`src/rtl/msd_pkg.sv`:
```
package msd_pkg;
  // region bounds of the 16-bit program space and the 8-bit data space; defaults are plain
  localparam logic [15:0] ROM_LIMIT = 16'h4000;
  localparam logic [15:0] PRAM_BASE = 16'hC000;
  localparam logic [7:0] UPPER_BASE = 8'h80;
  localparam logic [3:0] WAIT_RST = 4'h0;
  localparam logic [3:0] WAIT_ZERO = 4'h0;
  localparam logic [3:0] WAIT_ONE = 4'h1;

  typedef enum logic [1:0] {
    MSD_TGT_ROM = 2'b00,
    MSD_TGT_PRAM = 2'b01,
    MSD_TGT_EXT = 2'b10
  } msd_target_t;

  typedef enum logic [1:0] {
    MSD_IDLE = 2'b00,
    MSD_WAIT = 2'b01,
    MSD_DONE = 2'b10
  } msd_state_t;

  typedef struct packed {
    logic [7:0] addr;
    logic [7:0] wdata;
    logic rd;
    logic wr;
  } msd_dacc_t;

  typedef struct packed {
    logic [6:0] addr;
    logic [7:0] wdata;
    logic rd;
    logic wr;
  } msd_usr_t;
endpackage : msd_pkg

```
`src/rtl/msd_wait_ctr.sv`:
```
`timescale 1ns/1ps
`default_nettype none
module msd_wait_ctr
  import msd_pkg::*;
(
  // clock and reset
  input wire logic sys_clk_i,
  input wire logic rst_i,
  // control
  input wire logic start_i,
  input wire logic [3:0] count_i,
  input wire logic hold_i,
  // status
  output logic done_o
);
  logic [3:0] remain;
  logic busy;

  always_ff @(posedge sys_clk_i) begin
    if (rst_i) begin
      remain <= WAIT_ZERO;
      busy <= 1'b0;
    end else if (start_i) begin
      remain <= count_i;
      busy <= 1'b1;
    end else if (busy && !hold_i) begin
      if (remain == WAIT_ZERO) begin
        busy <= 1'b0;
      end else begin
        remain <= remain - WAIT_ONE;
      end
    end
  end

  // external wait request freezes completion
  assign done_o = busy && !hold_i && (remain == WAIT_ZERO);
endmodule : msd_wait_ctr
`default_nettype wire

```
`src/rtl/msd_decoder.sv`:
```
`timescale 1ns/1ps
`default_nettype none
module msd_decoder
  import msd_pkg::*;
(
  // clock and reset
  input wire logic sys_clk_i,
  input wire logic rst_i,
  // wait configuration from software
  input wire logic [3:0] prog_wait_i,
  input wire logic [3:0] xdata_wait_i,
  // program access request
  input wire logic fetch_req_i,
  input wire logic pwrite_req_i,
  input wire logic [15:0] prog_addr_i,
  input wire logic [7:0] prog_wdata_i,
  // internal data / direct access request
  input wire logic idata_req_i,
  input wire logic direct_i,
  input wire logic core_reg_hit_i,
  input wire msd_dacc_t idata_i,
  // external data request
  input wire logic xdata_req_i,
  input wire logic xdata_wr_i,
  input wire logic [15:0] xdata_addr_i,
  input wire logic [7:0] xdata_wdata_i,
  // memory side
  input wire logic mem_wait_i,
  input wire logic [7:0] rom_rdata_i,
  input wire logic [7:0] pram_rdata_i,
  input wire logic [7:0] ext_rdata_i,
  // program memory outputs
  output logic [15:0] prog_addr_o,
  output logic [7:0] prog_wdata_o,
  output logic rom_sel_o,
  output logic pram_sel_o,
  output logic ext_sel_o,
  output logic prog_wr_o,
  output logic [7:0] fetch_data_o,
  output logic fetch_valid_o,
  // internal data memory outputs
  output msd_dacc_t idata_o,
  // user register port
  output msd_usr_t usr_o,
  // external data outputs
  output logic [15:0] xdata_addr_o,
  output logic [7:0] xdata_wdata_o,
  output logic xdata_rd_o,
  output logic xdata_wr_o,
  output logic xdata_done_o,
  // core stall
  output logic stall_o
);
  msd_state_t pstate;
  msd_state_t xstate;
  msd_target_t ptgt;
  logic pdone;
  logic xdone;
  logic pstart;
  logic xstart;

  function automatic msd_target_t decode_prog(input logic [15:0] a);
    if (a < ROM_LIMIT) begin
      return MSD_TGT_ROM;
    end else if (a >= PRAM_BASE) begin
      return MSD_TGT_PRAM;
    end else begin
      return MSD_TGT_EXT;
    end
  endfunction : decode_prog

  function automatic logic is_user(input logic d, input logic hit,
                                   input logic [7:0] a);
    return d && !hit && (a >= UPPER_BASE);
  endfunction : is_user

  assign pstart = (pstate == MSD_IDLE) && (fetch_req_i || pwrite_req_i);
  assign xstart = (xstate == MSD_IDLE) && xdata_req_i;

  msd_wait_ctr u_pwait (
    .sys_clk_i(sys_clk_i),
    .rst_i(rst_i),
    .start_i(pstart),
    .count_i(prog_wait_i),
    .hold_i(mem_wait_i),
    .done_o(pdone)
  );

  msd_wait_ctr u_xwait (
    .sys_clk_i(sys_clk_i),
    .rst_i(rst_i),
    .start_i(xstart),
    .count_i(xdata_wait_i),
    .hold_i(mem_wait_i),
    .done_o(xdone)
  );

  always_ff @(posedge sys_clk_i) begin
    if (rst_i) begin
      pstate <= MSD_IDLE;
      ptgt <= MSD_TGT_ROM;
      prog_addr_o <= 16'h0000;
      prog_wdata_o <= 8'h00;
      rom_sel_o <= 1'b0;
      pram_sel_o <= 1'b0;
      ext_sel_o <= 1'b0;
      prog_wr_o <= 1'b0;
      fetch_data_o <= 8'h00;
      fetch_valid_o <= 1'b0;
    end else begin
      fetch_valid_o <= 1'b0;
      prog_wr_o <= 1'b0;
      unique case (pstate)
        MSD_IDLE: begin
          if (pstart) begin
            ptgt <= decode_prog(prog_addr_i);
            prog_addr_o <= prog_addr_i;
            prog_wdata_o <= prog_wdata_i;
            rom_sel_o <= decode_prog(prog_addr_i) == MSD_TGT_ROM;
            pram_sel_o <= decode_prog(prog_addr_i) == MSD_TGT_PRAM;
            ext_sel_o <= decode_prog(prog_addr_i) == MSD_TGT_EXT;
            prog_wr_o <= pwrite_req_i;
            pstate <= MSD_WAIT;
          end
        end
        MSD_WAIT: begin
          if (pdone) begin
            unique case (ptgt)
              MSD_TGT_ROM: fetch_data_o <= rom_rdata_i;
              MSD_TGT_PRAM: fetch_data_o <= pram_rdata_i;
              default: fetch_data_o <= ext_rdata_i;
            endcase
            fetch_valid_o <= 1'b1;
            rom_sel_o <= 1'b0;
            pram_sel_o <= 1'b0;
            ext_sel_o <= 1'b0;
            pstate <= MSD_DONE;
          end
        end
        MSD_DONE: begin
          pstate <= MSD_IDLE;
        end
        default: begin
          pstate <= MSD_IDLE;
        end
      endcase
    end
  end

  always_ff @(posedge sys_clk_i) begin
    if (rst_i) begin
      xstate <= MSD_IDLE;
      xdata_addr_o <= 16'h0000;
      xdata_wdata_o <= 8'h00;
      xdata_rd_o <= 1'b0;
      xdata_wr_o <= 1'b0;
      xdata_done_o <= 1'b0;
    end else begin
      xdata_done_o <= 1'b0;
      unique case (xstate)
        MSD_IDLE: begin
          if (xstart) begin
            xdata_addr_o <= xdata_addr_i;
            xdata_wdata_o <= xdata_wdata_i;
            xdata_rd_o <= !xdata_wr_i;
            xdata_wr_o <= xdata_wr_i;
            xstate <= MSD_WAIT;
          end
        end
        MSD_WAIT: begin
          if (xdone) begin
            xdata_rd_o <= 1'b0;
            xdata_wr_o <= 1'b0;
            xdata_done_o <= 1'b1;
            xstate <= MSD_DONE;
          end
        end
        MSD_DONE: begin
          xstate <= MSD_IDLE;
        end
        default: begin
          xstate <= MSD_IDLE;
        end
      endcase
    end
  end

  always_ff @(posedge sys_clk_i) begin
    if (rst_i) begin
      idata_o <= '0;
    end else begin
      idata_o.addr <= idata_i.addr;
      idata_o.wdata <= idata_i.wdata;
      idata_o.wr <= idata_req_i && idata_i.wr &&
                    !is_user(direct_i, core_reg_hit_i, idata_i.addr);
      idata_o.rd <= idata_req_i && idata_i.rd && !idata_i.wr &&
                    !is_user(direct_i, core_reg_hit_i, idata_i.addr);
    end
  end

  always_ff @(posedge sys_clk_i) begin
    if (rst_i) begin
      usr_o <= '0;
    end else begin
      usr_o.addr <= idata_i.addr[6:0];
      usr_o.wdata <= idata_i.wdata;
      usr_o.wr <= idata_req_i && idata_i.wr &&
                  is_user(direct_i, core_reg_hit_i, idata_i.addr);
      usr_o.rd <= idata_req_i && idata_i.rd && !idata_i.wr &&
                  is_user(direct_i, core_reg_hit_i, idata_i.addr);
    end
  end

  always_ff @(posedge sys_clk_i) begin
    if (rst_i) begin
      stall_o <= 1'b0;
    end else begin
      stall_o <= mem_wait_i || (pstart || (pstate == MSD_WAIT && !pdone))
                 || (xstart || (xstate == MSD_WAIT && !xdone));
    end
  end
endmodule : msd_decoder
`default_nettype wire

```
`config.mk`:
```
export PLATFORM = sky130hd
export DESIGN_NAME = msd_decoder
export DESIGN_NICKNAME = d
export VERILOG_FILES = /design/src/rtl/msd_pkg.sv /design/src/rtl/msd_wait_ctr.sv /design/src/rtl/msd_decoder.sv
export SDC_FILE = /design/constraint.sdc
export NUM_CORES = 1
export LEC_CHECK = 0
export BUFFER_PORTS_ARGS = -buffer_cell sky130_fd_sc_hd__buf_2
export CORE_UTILIZATION = 30
export DETAILED_ROUTE_END_ITERATION = 8
export PLACE_DENSITY = 0.62
export SLEW_MARGIN = 10
export SYNTH_ARGS = -nofsm -noshare
export SYNTH_HDL_FRONTEND = slang
export SYNTH_SLANG_ARGS = --single-unit
export TNS_END_PERCENT = 10
```
`constraint.sdc`:
```
create_clock -name sys_clk_i -period 3 [get_ports sys_clk_i]
set_input_delay 0.45 -clock sys_clk_i [delete_from_list [all_inputs] [get_ports sys_clk_i]]
set_output_delay 0.45 -clock sys_clk_i [all_outputs]
set_load 0.01 [all_outputs]
```
==> out/results.tsv <==
metric	value	unit
status	complete, no violations	
cts_resized	0	
totalWireLength	9640	µm
setup.worst_path.start_class	register	
cp_max_fo	13	
rr_endpoint	fetch_data_o[2]	
tightestPinTransition	1030	ps
period_minus_slack	1860	ps
fin_total_pwr	3.17	mW
dr.pass1.iters	4	
area_delta_synth_final	34.9	%
dieArea	13600	µm²
utilization	41.8	%
vias	3608	
core_area	12700	µm²
setup_viol	0	
timing.slew.headroom	31.5	%
grt_pass1_vias	3207	
cts_root_buffer	clkbuf_16	
r2r_cells	6	
dieWidth	116	µm
r2r_setup_slack	1140	ps
drt_iter0_drc	144	
hold_buffers	0	
numPortBuffers	207	
yosysWarnings	0	
fillers	1286	
layout.nets	749	
grt_antenna_before_repair	0	
syn-num-nets	569	
seqPwrFrac	46.7	%
crit_arrival	2060	ps
placed_area	4980	µm²
num_rows	41	
synth.avg_cell_area	8.63	µm²
antennaDiodeCount	0	
internal_power	2.36	mW
power_switching	0.809	mW
crit_path_end	fetch_data_o[2]	
cts_setup_buffers	0	
rsz0062_at_grt	false	
synthCells	455	
ys_seq_elements	101	
hold_viol	0	
die_h	116	µm
p_clk_share	38.9	%
max_freq	0.536	GHz
endpoint_kind	register	
required	3190	ps
cts_buffer_depth	2	
viasPerCell	4.44	
drv_cap	0	
numCtsBuffers	9	
grt_overflow	0	
gp_congestion	0.711	
h-tree-depth	3	
fin_skew	2.81	ps
p_comb_share	14.4	%
power_switching_share	25.5	%
grt_pass1_wl	14300	µm
grt_start_max_net_pins	99	
cts_tree	yes	
final_cell_mix	buf_2 (206), nand2_1 (119), dfxtp_1 (101)	
clkSinkCount	101	
power_density	598	nW/µm²
drv_slew	0	
yosysUniqueCellTypes	39	
ys_seq_area_share	51.5	%
timing.rr.start	u_pwait.remain[0]	
grt_use_total	13.7	%
crit_type	reg2reg	
ant_nets	0	
dp_hpwl	6870	µm
drcViolationCount	0	
hold_path_class	in2reg	
setup-tns-final	0	ps
wire_per_inst	11.9	µm
design_area	5300	µm²
start_util	31.0	%
vdd_drop_max	0.000328	V
fin_crit_sh	62.2	%
critPathLaunch	u_pwait.remain[0]	
clk_latency	350	ps
p_leak	2.54	nW
io_pins	208	
cts.reportedPaths.clkPinSlew	70	ps
layout_commonest_cell	buf_2	
drive_above_1_share	36.9	%
syn-cell-area	3930	µm²
## worst min-delay path by stage
| stage | from | endpoint | slack (ps) | depth (start not counted) |
|---|---|---|---|---|
| 6_report | idata_i[13] | idata_o[13] | 310 | 2 |
| 4_1_cts | idata_i[9] | usr_o[9] | 290 | 2 |
| 2_1_floorplan | u_xwait.busy | u_xwait.busy | 460 | 2 |
| 3_5_place_dp | xdata_addr_o[14] | xdata_addr_o[14] | 440 | 2 |
| 5_1_grt | idata_i[15] | idata_o[15] | 300 | 2 |
| 3_3_place_gp | xdata_wdata_o[1] | xdata_wdata_o[1] | 440 | 2 |
## state kept, by name, indices dropped and copies added (netlist names), 2 cells and up
signal and flops:
u_xwait.remain 4, ptgt 2, prog_wdata_o 8, pstate 2, prog_addr_o 16, u_pwait.remain 4, xdata_wdata_o 8, usr_o 10
xstate 2, idata_o 10, fetch_data_o 8, xdata_addr_o 16
## Yosys cell counts
cell	instances	area, µm²
a21oi_2	1	8.76
and2b_4	1	10.0
nor2b_1	20	125
o22ai_1	1	6.26
nor4b_4	1	23.8
a21oi_1	62	310
buf_2	12	60.1
xnor2_1	3	26.3
dfxtp_1	101	2020
clkbuf_1	13	48.8
nand4b_1	2	17.5
nor3b_1	1	7.51
or3b_2	1	8.76
buf_1	1	3.75
or3_1	1	6.26
nor4b_1	1	8.76
buf_4	15	113
a211oi_1	3	22.5
a211oi_2	2	25.0
nor3b_4	1	18.8
nor3_2	1	10.0
o21ai_0	10	50.1
nor3_1	2	10.0
inv_1	7	26.3
nor3b_2	1	12.5
nor4_2	1	12.5
a31oi_1	1	6.26
a311o_1	2	20.0
ha_1	6	75.1
nand2_1	119	447
or3b_1	1	8.76
nand2b_1	2	12.5
nand3b_1	3	22.5
nor2_1	30	113
and3b_1	1	8.76
nand3_1	6	30.0
mux2i_1	17	170
buf_6	1	11.3
a311oi_1	1	8.76
## per-stage QoR
stage / hold WS (ps) / cells / setup WS [ps]
4_1_cts: 291 / 812 / 1120
3_3_place_gp: 440 / 796 / 1090
5_1_grt: 297 / 812 / 934
6_report: 308 / 812 / 1140
3_5_place_dp: 445 / 796 / 1070
2_1_floorplan: 463 / 455 / 1490
## worst max-delay path, cell delays in order, from the launching register on
cell and delay (ps):
dfxtp_1 340, inv_1 120, ha_1 170, and2b_4 190, nand3_1 490, mux2i_1 330, nor2_1 60
## area by class of cell
cell class | instances | area [µm²] | share of cell area, %
well taps | 172 | 215 | 4.06
clock inverters | 6 | 87.6 | 1.65
multi-input cells | 305 | 1650 | 31.1
flip-flops and latches | 101 | 2020 | 38.2
clock buffers | 10 | 229 | 4.32
inverters | 7 | 26.3 | 0.496
repair buffers | 211 | 1070 | 20.2
## power groups by stage
stage	clock (mW)	sequential, mW	combinational (mW)
final	1.23	1.48	0.455
after floorplan	0	1.53	0.255
after detailed placement	0	1.51	0.458
after global routing	1.32	1.49	0.511
after global placement	0	1.51	0.448
after CTS	1.28	1.48	0.462
## metal layers
| metal | global-route usage [%] | vias up | routed length [µm] |
|---|---|---|---|
| li1 | - | 1836 | - |
| met1 | 15.1 | 1630 | 4000 |
| met2 | 24.5 | 126 | 4780 |
| met3 | 4.26 | 16 | 688 |
| met4 | 5.90 | 0 | 167 |
| met5 | 0 | - | 0 |
## cell families (layout without fill, tap and decap cells)
kind of cell | after synthesis | after routing | synth area share (%)
simple gates | 196 | 196 | 23.3
xor+xnor | 3 | 3 | 0.669
flops | 101 | 101 | 51.5
buf+inv | 49 | 234 | 6.69
fa+ha+maj | 6 | 6 | 1.91
mux | 17 | 17 | 4.33
compound gates | 83 | 83 | 11.7
Power figures use the tool's default switching activity.
